$ cat src/rtl/scsi_resp_consts.svh
// constants of the scsi target status responder
// assumes inclusion by bare name from rtl files
`ifndef SCSI_RESP_CONSTS_SVH
`define SCSI_RESP_CONSTS_SVH
`define SENSE_LEN      18
`define SENSE_RESP     8'hf0
`define SENSE_ADDL     8'h0a
`define SB_RESP        5'h00
`define SB_KEY         5'h02
`define SB_ADDL        5'h07
`define SB_ASC         5'h0c
`define SB_ASCQ        5'h0d
`define OP_TUR         8'h00
`define OP_DIAG        8'h1d
`define OP_SETWIN      8'h24
`define CDB_SLFTST     2
`define CDB_LEN_G0     4'h6
`define CDB_LEN_G1     4'ha
`define ST_GOOD        5'h00
`define ST_CHECK       5'h01
`define MSG_COMPLETE   8'h00
`define KEY_NO_SENSE   4'h0
`define KEY_NOT_READY  4'h2
`define KEY_MEDIUM     4'h3
`define KEY_HARDWARE   4'h4
`define KEY_ILLEGAL    4'h5
`define KEY_UNIT_ATTN  4'h6
`define KEY_ABORTED    4'hb
`define ASC_NONE       8'h00
`define ASC_MEDIUM     8'h80
`define ASC_INTERNAL   8'h44
`define ASC_PARITY     8'h47
`define ASC_BAD_CMD    8'h20
`define ASC_BAD_CDB    8'h24
`define ASC_BAD_LUN    8'h25
`define ASC_BAD_PARAM  8'h26
`define ASC_MSG_ERR    8'h43
`define ASCQ_NONE      8'h00
`define ASCQ_JAM       8'h01
`define ASCQ_COVER     8'h02
`define ASCQ_CHUTE     8'h03
`endif

$ cat src/rtl/scsi_resp_pkg.sv
// types of the scsi target status responder
// assumes nothing of its surroundings
package scsi_resp_pkg;
  typedef enum logic [3:0] {
    cause_none, cause_not_ready, cause_jam, cause_cover, cause_chute,
    cause_internal, cause_parity, cause_bad_cmd, cause_bad_cdb,
    cause_bad_lun, cause_bad_param, cause_unit_attn, cause_msg_err
  } cause_type;
  typedef enum logic [2:0] {
    ph_free, ph_msg_out, ph_command, ph_data_out, ph_status, ph_msg_in
  } phase_type;
  typedef enum logic [2:0] {
    st_idle, st_msg_out, st_command, st_exec, st_data_out, st_status,
    st_msg_in
  } state_type;
endpackage

$ cat src/rtl/sense_port_if.sv
// byte port between the responder and its sense store
// assumes one clock shared by both ends
interface sense_port_if;
  logic       ce;
  logic       we;
  logic [4:0] waddr;
  logic [7:0] wdata;
  logic [4:0] raddr;
  logic [7:0] rdata;
  modport writer (output ce, output we, output waddr, output wdata,
                  output raddr, input rdata);
  modport store  (input ce, input we, input waddr, input wdata,
                  input raddr, output rdata);
endinterface

$ cat src/rtl/scsi_status_responder.sv
// scsi target command responder: phases, status and sense data
// assumes byte handshakes from the initiator synchronous to ref_clk
`include "scsi_resp_consts.svh"
// Summary of operation
// - command-specific information bytes 8 to b always read zero
// - additional sense code in byte c, qualifier in byte d
// - medium errors use code 80, qualifier 01 jam, 02 cover, 03 chute
// - illegal request uses codes 20, 24, 25, 26 with qualifier 00
// - 44 internal, 47 parity, 43 message, 00 otherwise, qualifier 00
// - self-test: select, lun message, command, status, complete
// - only the internal self-test form is supported
// - page format and offline bits of byte 1 are ignored
// - parameter list length field is not acted upon
// - self-test is a no-op but reports check when error is pending
// - passing self-test returns good status and leaves the sense record untouched
// - pending error at self-test gives check and that sense key
// - readiness query: command, status, complete, no data phase
// - ready unit answers readiness query with good, sense record untouched
// - unready unit answers with check condition, key 2
// - set window: command, data out, status, complete message
// - busy held from selection until command complete is sent
// - sense byte 0 carries valid bit and response code 70
// - sense is built on check condition, after bus-free error or on a unit error (err_valid)
module scsi_status_responder #(
  parameter int XFER_W = 24
) (
  // clock, reset, enable
  input  wire logic                     ref_clk,
  input  wire logic                     rst,
  input  wire logic                     ce,
  // initiator side
  input  wire logic                     sel,
  input  wire logic                     atn,
  input  wire logic                     in_strobe,
  input  wire logic [7:0]               in_byte,
  input  wire logic                     out_ack,
  output logic                          bsy_reg,
  output logic                          req_reg,
  output scsi_resp_pkg::phase_type      phase_reg,
  output logic [7:0]                    out_byte_reg,
  // unit state and errors
  input  wire logic                     lun_ready,
  input  wire logic                     err_valid,
  input  wire scsi_resp_pkg::cause_type err_cause,
  input  wire logic                     busfree_err,
  input  wire scsi_resp_pkg::cause_type busfree_cause,
  // window data out
  output logic                          win_valid_reg,
  output logic [7:0]                    win_byte_reg,
  // sense readout
  input  wire logic [4:0]               sense_raddr,
  input  wire logic                     sense_taken,
  output logic [7:0]                    sense_rdata,
  output logic                          sense_busy_reg,
  output logic                          pend_reg
);
  import scsi_resp_pkg::*;

  sense_port_if sp ();

  state_type         state_reg;
  logic [7:0]        op_reg;
  logic [7:0]        cdb1_reg;
  logic [XFER_W-1:0] xfer_reg;
  logic [3:0]        cnt_reg;
  logic              lun_bad_reg;
  logic              chk_reg;
  cause_type         exec_cause;
  cause_type         pend_cause_reg;
  logic [3:0]        cdb_len;
  logic              take_in;
  logic              take_out;
  logic              build_start;
  cause_type         build_cause;
  cause_type         cause_reg;
  logic [4:0]        wr_cnt_reg;
  logic [3:0]        map_key;
  logic [7:0]        map_asc;
  logic [7:0]        map_ascq;

  assign take_in  = req_reg && in_strobe;
  assign take_out = req_reg && out_ack;
  assign cdb_len  = (op_reg[7:5] == 3'b000) ? `CDB_LEN_G0 : `CDB_LEN_G1;

  // outcome of the command just received
  always_comb
  begin
    exec_cause = cause_none;
    if (lun_bad_reg)
      exec_cause = cause_bad_lun;
    else
    begin
      case (op_reg)
        `OP_TUR:
          if (!lun_ready)
            exec_cause = cause_not_ready;
        `OP_DIAG:
          if (!cdb1_reg[`CDB_SLFTST])
            exec_cause = cause_bad_cdb;
          else if (pend_reg)
            exec_cause = pend_cause_reg;
        `OP_SETWIN:
          exec_cause = cause_none;
        default:
          exec_cause = cause_bad_cmd;
      endcase
    end
  end

  // phase sequencer
  always_ff @(posedge ref_clk or posedge rst)
  begin
    if (rst)
    begin
      state_reg     <= st_idle;
      phase_reg     <= ph_free;
      bsy_reg       <= 1'b0;
      req_reg       <= 1'b0;
      out_byte_reg  <= 8'h00;
      op_reg        <= 8'h00;
      cdb1_reg      <= 8'h00;
      xfer_reg      <= '0;
      cnt_reg       <= 4'h0;
      lun_bad_reg   <= 1'b0;
      chk_reg       <= 1'b0;
      win_valid_reg <= 1'b0;
      win_byte_reg  <= 8'h00;
    end
    else if (ce)
    begin
      win_valid_reg <= 1'b0;
      unique case (state_reg)
        st_idle:
          if (sel)
          begin
            bsy_reg     <= 1'b1;
            lun_bad_reg <= 1'b0;
            cnt_reg     <= 4'h0;
            state_reg   <= atn ? st_msg_out : st_command;
            phase_reg   <= atn ? ph_msg_out : ph_command;
          end
        st_msg_out:
          if (!req_reg)
            req_reg <= 1'b1;
          else if (take_in)
          begin
            req_reg     <= 1'b0;
            lun_bad_reg <= (in_byte[2:0] != 3'b000);
            state_reg   <= st_command;
            phase_reg   <= ph_command;
          end
        st_command:
          if (!req_reg)
            req_reg <= 1'b1;
          else if (take_in)
          begin
            req_reg <= 1'b0;
            cnt_reg <= cnt_reg + 4'h1;
            // bytes 3 and 4 (parameter length) are never looked at
            unique case (cnt_reg)
              4'h0: op_reg <= in_byte;
              4'h1: cdb1_reg <= in_byte;
              4'h6: xfer_reg[23:16] <= in_byte;
              4'h7: xfer_reg[15:8] <= in_byte;
              4'h8: xfer_reg[7:0] <= in_byte;
              default: ;
            endcase
            if ((cnt_reg + 4'h1 == `CDB_LEN_G0 && in_byte[7:5] == 3'b000
                 && cnt_reg == 4'h0)
                || (cnt_reg != 4'h0 && cnt_reg + 4'h1 == cdb_len))
              state_reg <= st_exec;
          end
        st_exec:
        begin
          chk_reg <= (exec_cause != cause_none);
          if (exec_cause == cause_none && op_reg == `OP_SETWIN
              && xfer_reg != '0)
          begin
            state_reg <= st_data_out;
            phase_reg <= ph_data_out;
          end
          else
          begin
            state_reg <= st_status;
            phase_reg <= ph_status;
          end
        end
        st_data_out:
          if (!req_reg)
            req_reg <= 1'b1;
          else if (take_in)
          begin
            req_reg       <= 1'b0;
            win_valid_reg <= 1'b1;
            win_byte_reg  <= in_byte;
            xfer_reg      <= xfer_reg - XFER_W'(1);
            if (xfer_reg == XFER_W'(1))
            begin
              state_reg <= st_status;
              phase_reg <= ph_status;
            end
          end
        st_status:
          if (!req_reg)
          begin
            req_reg      <= 1'b1;
            out_byte_reg <= {2'b00, chk_reg ? `ST_CHECK : `ST_GOOD, 1'b0};
          end
          else if (take_out)
          begin
            req_reg   <= 1'b0;
            state_reg <= st_msg_in;
            phase_reg <= ph_msg_in;
          end
        st_msg_in:
          if (!req_reg)
          begin
            req_reg      <= 1'b1;
            out_byte_reg <= `MSG_COMPLETE;
          end
          else if (take_out)
          begin
            req_reg   <= 1'b0;
            bsy_reg   <= 1'b0;
            state_reg <= st_idle;
            phase_reg <= ph_free;
          end
      endcase
    end
  end

  // which error, if any, rewrites the sense record
  always_comb
  begin
    build_start = 1'b0;
    build_cause = cause_none;
    if (ce && state_reg == st_exec && exec_cause != cause_none)
    begin
      build_start = 1'b1;
      build_cause = exec_cause;
    end
    else if (ce && busfree_err)
    begin
      build_start = 1'b1;
      build_cause = busfree_cause;
    end
    else if (ce && err_valid)
    begin
      build_start = 1'b1;
      build_cause = err_cause;
    end
  end

  // held error: a new error wins over retrieval in the same cycle
  always_ff @(posedge ref_clk or posedge rst)
  begin
    if (rst)
    begin
      pend_reg       <= 1'b0;
      pend_cause_reg <= cause_none;
    end
    else if (ce)
    begin
      if (err_valid)
      begin
        pend_reg       <= 1'b1;
        pend_cause_reg <= err_cause;
      end
      else if (sense_taken)
        pend_reg <= 1'b0;
    end
  end

  // sense writer walks the record one byte a cycle
  always_ff @(posedge ref_clk or posedge rst)
  begin
    if (rst)
    begin
      sense_busy_reg <= 1'b0;
      wr_cnt_reg     <= 5'h00;
      cause_reg      <= cause_none;
    end
    else if (ce)
    begin
      if (build_start)
      begin
        sense_busy_reg <= 1'b1;
        wr_cnt_reg     <= 5'h00;
        cause_reg      <= build_cause;
      end
      else if (sense_busy_reg)
      begin
        wr_cnt_reg <= wr_cnt_reg + 5'h01;
        if (wr_cnt_reg == 5'(`SENSE_LEN - 1))
          sense_busy_reg <= 1'b0;
      end
    end
  end

  sense_code_map u_map (
    .cause (cause_reg),
    .key   (map_key),
    .asc   (map_asc),
    .ascq  (map_ascq)
  );

  // sense byte contents; unlisted bytes, f to 11 among them, hold zero
  always_comb
  begin
    sp.ce    = ce;
    sp.we    = sense_busy_reg;
    sp.waddr = wr_cnt_reg;
    sp.raddr = sense_raddr;
    unique case (wr_cnt_reg)
      `SB_RESP: sp.wdata = `SENSE_RESP;
      `SB_KEY:  sp.wdata = {4'h0, map_key};
      `SB_ADDL: sp.wdata = `SENSE_ADDL;
      `SB_ASC:  sp.wdata = map_asc;
      `SB_ASCQ: sp.wdata = map_ascq;
      default:  sp.wdata = 8'h00;
    endcase
  end

  sense_store #(
    .DEPTH (`SENSE_LEN)
  ) u_store (
    .ref_clk (ref_clk),
    .rst     (rst),
    .sp      (sp.store)
  );

  assign sense_rdata = sp.rdata;
endmodule

$ cat src/rtl/sense_code_map.sv
// maps an error cause onto sense key, code and qualifier
// assumes a purely combinational use
`include "scsi_resp_consts.svh"
module sense_code_map (
  // cause in
  input  wire scsi_resp_pkg::cause_type cause,
  // sense fields out
  output logic [3:0]                    key,
  output logic [7:0]                    asc,
  output logic [7:0]                    ascq
);
  import scsi_resp_pkg::*;

  always_comb
  begin
    key  = `KEY_NO_SENSE;
    asc  = `ASC_NONE;
    ascq = `ASCQ_NONE;
    unique case (cause)
      cause_none      : key = `KEY_NO_SENSE;
      cause_not_ready : key = `KEY_NOT_READY;
      cause_jam       :
      begin
        key  = `KEY_MEDIUM;
        asc  = `ASC_MEDIUM;
        ascq = `ASCQ_JAM;
      end
      cause_cover     :
      begin
        key  = `KEY_MEDIUM;
        asc  = `ASC_MEDIUM;
        ascq = `ASCQ_COVER;
      end
      cause_chute     :
      begin
        key  = `KEY_MEDIUM;
        asc  = `ASC_MEDIUM;
        ascq = `ASCQ_CHUTE;
      end
      cause_internal  :
      begin
        key = `KEY_HARDWARE;
        asc = `ASC_INTERNAL;
      end
      cause_parity    :
      begin
        key = `KEY_HARDWARE;
        asc = `ASC_PARITY;
      end
      cause_bad_cmd   :
      begin
        key = `KEY_ILLEGAL;
        asc = `ASC_BAD_CMD;
      end
      cause_bad_cdb   :
      begin
        key = `KEY_ILLEGAL;
        asc = `ASC_BAD_CDB;
      end
      cause_bad_lun   :
      begin
        key = `KEY_ILLEGAL;
        asc = `ASC_BAD_LUN;
      end
      cause_bad_param :
      begin
        key = `KEY_ILLEGAL;
        asc = `ASC_BAD_PARAM;
      end
      cause_unit_attn : key = `KEY_UNIT_ATTN;
      cause_msg_err   :
      begin
        key = `KEY_ABORTED;
        asc = `ASC_MSG_ERR;
      end
      default         : key = `KEY_NO_SENSE;
    endcase
  end
endmodule

$ cat src/rtl/sense_store.sv
// eighteen byte sense record with registered read data
// assumes writer holds addresses inside the record
module sense_store #(
  parameter int DEPTH = 18
) (
  // clock and reset
  input  wire logic  ref_clk,
  input  wire logic  rst,
  // byte port
  sense_port_if.store sp
);
  logic [7:0] mem_reg [DEPTH];

  always_ff @(posedge ref_clk or posedge rst)
  begin
    if (rst)
    begin
      for (int i = 0; i < DEPTH; i++)
        mem_reg[i] <= 8'h00;
    end
    else if (sp.ce && sp.we && (int'(sp.waddr) < DEPTH))
      mem_reg[sp.waddr] <= sp.wdata;
  end

  always_ff @(posedge ref_clk or posedge rst)
  begin
    if (rst)
      sp.rdata <= 8'h00;
    else if (sp.ce)
      sp.rdata <= (int'(sp.raddr) < DEPTH) ? mem_reg[sp.raddr] : 8'h00;
  end
endmodule

$ cat config.mk
export PLATFORM = sky130hd
export DESIGN_NAME = scsi_status_responder
export DESIGN_NICKNAME = d
export VERILOG_FILES = /design/src/rtl/scsi_resp_pkg.sv /design/src/rtl/sense_port_if.sv /design/src/rtl/scsi_status_responder.sv /design/src/rtl/sense_code_map.sv /design/src/rtl/sense_store.sv
export VERILOG_INCLUDE_DIRS = /design/src /design/src/rtl
export SDC_FILE = /design/constraint.sdc
export NUM_CORES = 1
export LEC_CHECK = 0
export BUFFER_PORTS_ARGS = -buffer_cell sky130_fd_sc_hd__clkbuf_2
export CORE_MARGIN = 2
export CORE_UTILIZATION = 46
export CTS_BUF_LIST = sky130_fd_sc_hd__clkbuf_2
export CTS_CLUSTER_SIZE = 20
export DETAILED_ROUTE_END_ITERATION = 12
export MAX_ROUTING_LAYER = met4
export PLACE_DENSITY = 0.65
export SLEW_MARGIN = 40
export SYNTH_ARGS = -nofsm -noshare
export SYNTH_HDL_FRONTEND = slang
export SYNTH_SLANG_ARGS = --single-unit
export TNS_END_PERCENT = 1
$ cat constraint.sdc
create_clock -name ref_clk -period 14.15 [get_ports ref_clk]
set_input_delay 2.83 -clock ref_clk [delete_from_list [all_inputs] [get_ports ref_clk]]
set_output_delay 2.83 -clock ref_clk [all_outputs]
set_load 0.03 [all_outputs]
# After elaboration in Yosys (flattened, before gate mapping)
# Index checks and enable logic that the tools add are counted.
[word_totals]
regBits = 233
out_inout_bits = 32
wordCells = 242
[classes]
add_sub_neg = 3
magnitude_cmp = 5
n_eq_ne = 50
n_mux = 85
bitwise_logic = 2
reduce_logical = 58
[ops]
columns = ["operator", "n"]
rows = [
  ["$bwmux 144", 1],
  ["$mux 24", 4],
  ["$mux 8", 9],
  ["$pmux 8 s8", 1],
  ["$mux 3", 19],
  ["$pmux 24 s2", 1],
  ["$bmux 8 s5", 1],
  ["$demux 8 s5", 1],
  ["$mux 4", 10],
  ["$pmux 8 s5", 1],
  ["$ne 2x2->1 const B", 15],
  ["$eq 4x3->1 const B", 7],
  ["$reduce_and 5->1", 5],
  ["$eq 24x1->1 const B", 1],
  ["$eq 4x4->1 const B", 6],
  ["$mux 1", 24],
  ["$pmux 4 s6", 1],
  ["$reduce_bool 24->1", 1],
  ["$sub 24x1->24 const B", 1],
  ["$pmux 3 s7", 1],
  ["$reduce_and 7->1", 3],
  ["$pmux 3 s6", 1],
  ["$pmux 8 s2", 1],
  ["$reduce_bool 2->1", 8],
  ["other kinds (41)", 80],
]

# Depth between registers and ports, before layout
[logic_depth]
depth_word = 9
mapped_depth = 9

# By module
# Synthesis repeated with hierarchy kept, for this count alone.
[hier_totals]
hier_cells = 1015
hier_area_um2 = 11780.0
[modules_own_cells]
columns = ["mod", "instances", "cells_each", "area_per_inst_um2", "seq_area_each_um2"]
rows = [
  ["sense_store", 1, 473, 7001.7, 3803.6],
  ["scsi_status_responder", 1, 495, 4459.3, 1801.7],
  ["sense_code_map", 1, 47, 319.1, 0.0],
]

# Least setup slack after synthesis
# No wires, ideal clock.
[synth_path]
path_kind = "input port to flip-flop"
startpoint = "input port sense_raddr[1]"
endpoint = "register u_store.sp.rdata[1]"
setup_ns = 0.139
arrival_ns = 4.394
setup_slack_ns = 9.616
stages = 8
path_buffers = 3
cell_sequence = "buf_2 buf_2 buf_2 mux4_2 mux2i_1 a21oi_1 o311ai_0 o21ai_0"
[synth_via]
elab_chain_len = 5
word_cells_on_any_way = 6
classes_between = "order compare (1); mux (4); bitwise (1)"
[synth_rtl]
columns = ["item", "line", "rtl"]
rows = [
  ["start: declaration", "scsi_status_responder.sv:51", "input wire logic [4:0] sense_raddr,"],
  ["$not 5->6 (not written as such)", "sense_store.sv:30", "sp.rdata <= (int'(sp.raddr) < DEPTH) ? mem_reg[sp.raddr] : 8'h00;"],
  ["$bmux 8 s5", "sense_store.sv:30", ""],
  ["$mux 8 (not written as such) (2 in series)", "sense_store.sv:30", ""],
  ["$mux 8 (*)", "sense_store.sv:30", ""],
  ["end signal: assignment", "sense_store.sv:30", ""],
  ["end: declaration", "sense_port_if.sv:13", "input raddr, output rdata);"],
]
# Mark *: on every way between the ends. The rest lies on a longest branch, timed or not. The select of a mux whose other input is x is not followed.
# A chain may end at the register's enable or synchronous reset.

# Worst setup path in the final report
[layout_path]
startpoint = "register req_reg"
endpoint = "output port req_reg"
[layout_lines]
columns = ["item", "line", "rtl"]
rows = [
  ["start: declaration", "scsi_status_responder.sv:38", "output logic req_reg,"],
  ["start signal: assignment", "scsi_status_responder.sv:118", "req_reg <= 1'b0;"],
  ["start signal: assignment", "scsi_status_responder.sv:144", "req_reg <= 1'b1;"],
  ["start signal: assignment", "scsi_status_responder.sv:147", "req_reg <= 1'b0;"],
]
# No word-level cell between the ends.

==> results.md <==
- Clock sink total: around 220
- Critical path's slowest cell: dfrtp_1
- Post-synth top cells: dfrtp_1 (224), a21oi_1 (95), nor2_1 (91), nand2_1 (72), nor2b_1 (65)
- Gp weighted congestion: 0.845
- Arr. time, crit path: 1.72 ns
- Final Power: 1.69 mW
- Area growth syn-to-layout: 8.42%
- DP HPWL: 17.0 mm
- Status: complete, no violations
- Sequential share of the synthesized area: 0.504
- TritonCTS Buffers: 58
- Mean Syn Cell Area: 10.5 um^2
- Root Buffer: clkbuf_2
- WL per Instance: 17.5 um
- HP Class: flip-flop to flip-flop
- Clk buf depth: 3
- Critical Path, Cell by Cell: clkbuf_2
- Dominant synthesized flop cell: dfrtp_1
- Yosys top cell by area: dfrtp_1
- Num rows: 56
- Cell Area, Synth: approximately 11000 um^2
- Total congestion overflow: 0
- Setup TNS: 0 ns
- Finished Layout Cells: 1473
- Die ar.: 25400 um^2
- Post-route DRC violation count: 0
- Synth warn: 0
- Max frequency: 220 MHz
- Layout cells sized above 1: 0.212
- Synth Register Bits: 224
- Number of cells after detailed placement: between 1000 and 1500
- Slew Limit Fails: 0
- H-tree depth reported by CTS: 2
- Post-synth top area share: 0.504
- Synth cell types: between 80 and 90
- CP Launch Type: flip-flop
- Worst slew pin tran: ~0.8 ns
- Period minus WS final: 4.55 ns
- Largest net degree at the start of global routing: 154
- Synth area leaders: dfrtp_1 (50%), mux4_2 (5.7%), a21oi_1 (4.3%)
- Via/cell ratio: 5.59
- Crit. End Element: output port
- Post_cts resized: 0
- Final hold violations: 0
- Crit Path Max Fanout: 14
- Largest register FFs: 144
- CP Buf/Inv Count: 1
- Max Cap Viol: 0
- CTS tree: built
- Number of flops mapped to enable cells by yosys: 0
- Nets: 1160
- Worst relative slew slack: 0.455
- Delay-heaviest family, CP: flip-flops
- Final Skew: ~0.10 ns
- First-pass GRT wire length: 42.9 mm
- CTS clk-pin slew, worst paths: roughly 0.1 ns
- Hold_buf cts: 0
- Worst stage delay on the critical path: 0.62 ns
- Final ANT Viol Nets: 0
- Postcts setup bufs: 0
- Final Setup Violations: 0
- Initial antenna violation count: 2
- Initial Util: 0.471
- Final period util: 0.322
- Vias in the first global route: 8225
- Die W: 159 um
- Die extent in y: 159 um
- Final Cell Area: 12100 um^2
- VDD IR max: between 0.1 and 0.15 mV
- Vias: between 8000 and 9000
- Total track usage: 0.212
- PortBufs: 56
- Crit Path Class: flip-flop to output port
- Async SR Flop Fraction: 1.00
- Post-Syn Instances: 1055
- Final WL: around 26 mm
- Number of DRC markers in iteration 0: between 500 and 600
- Pleak: 5.61 nW
- Most common cell in the synthesized netlist: dfrtp_1
- Worst skew pair latency: 0.90 ns
- PD cells: 140 nW/um^2
- Core ar.: 23600 um^2
- CP required: 11.32 ns
- Dpl cell area: 11600 um^2
- Unrepaired setup endpoints after global routing: false
- Ports: 64
- DRT Pass-1 Iters: 4
[per-layer routing]
metal | routed length [um] | vias to the layer above | GRT usage
met4 | 485 | 0 | 0.0669
li1 | - | 3941 | -
met3 | 1140 | 41 | 0.0365
met2 | 12200 | 197 | 0.332
met1 | 11900 | 4053 | 0.283
met5 | 0 | - | -
[placed cells by master (no fill, tap or decap), types with 6 or more instances in the layout]
| master | n |
|---|---|
| nand2_1 | 71 |
| clkinv_1 | 7 |
| dfrtp_1 | 224 |
| ha_1 | 11 |
| inv_1 | 30 |
| mux2_2 | 29 |
| clkbuf_2 | 141 |
| nor2b_1 | 65 |
| a211oi_1 | 10 |
| nor2_1 | 84 |
| a21oi_1 | 94 |
| o21ai_0 | 52 |
| nor2_2 | 7 |
| a31oi_1 | 11 |
| o22a_1 | 9 |
| nand3_1 | 22 |
| nand4_1 | 11 |
| nand2b_1 | 16 |
| mux4_2 | 28 |
| a22o_1 | 13 |
| and2_1 | 26 |
| mux2i_1 | 28 |
| or3_1 | 6 |
| conb_1 | 7 |
| o22ai_1 | 10 |
| nor3_1 | 16 |
[stage by stage]
| stage | util | hold slack (ns) | worst slack [ns] |
|---|---|---|---|
| 2_1_floorplan | - | 0.430 | 5.19 |
| 3_3_place_gp | 0.489 | 0.446 | 9.07 |
| 3_5_place_dp | 0.490 | 0.452 | 9.03 |
| 4_1_cts | 0.510 | 0.478 | 9.54 |
| 5_1_grt | 0.510 | 0.500 | 9.47 |
| 6_report | 0.510 | 0.477 | 9.60 |
[layout make-up]
type | count | area [um^2]
Clock inverter | 9 | 42.5
Clock buffer | 86 | 430
Tap cell | 319 | 399
Multi-Input combinational cell | 741 | 5120
Inverter | 31 | 133
Antenna cell | 2 | 5.00
Timing Repair Buffer | 61 | 322
Sequential cell | 224 | 5610
Fill cell | 2196 | 11600
[cell families after synthesis]
family / share of synthesized area
xor gates and xnor gates: 0.00394
other: 0.000337
adders and majority gates: 0.0133
and+or+nand+nor: 0.176
DFF: 0.504
muxes: 0.111
AOI/OAI and AO/OA: 0.151
buffers and inverters: 0.0397
[final timing paths]
path | from | end | slack [ns] | cells after the start
worst max-delay path | req_reg$_DFFE_PP0P_ | req_reg | 9.60 | 1
worst min-delay path | u_store.mem_reg[142]$_DFFE_PP0P_ | u_store.mem_reg[142]$_DFFE_PP0P_ | 0.48 | 1
worst max register to register | state_reg[1]$_DFFE_PP0P_ | op_reg[7]$_DFFE_PP0P_ | 11.57 | 4
worst min register to register | u_store.mem_reg[142]$_DFFE_PP0P_ | u_store.mem_reg[142]$_DFFE_PP0P_ | 0.48 | 1
max in group asynchronous | rst | u_store.mem_reg[51]$_DFFE_PP0P_ | 10.93 | 3
min in group asynchronous | rst | u_store.mem_reg[142]$_DFFE_PP0P_ | 2.07 | 2
[report_power, final]
part | switching (mW) | internal [mW]
clock network | 0.264 | 0.160
logic | 0.244 | 0.174
registers | 0.118 | 0.731
(Power assumes the default switching activity.)
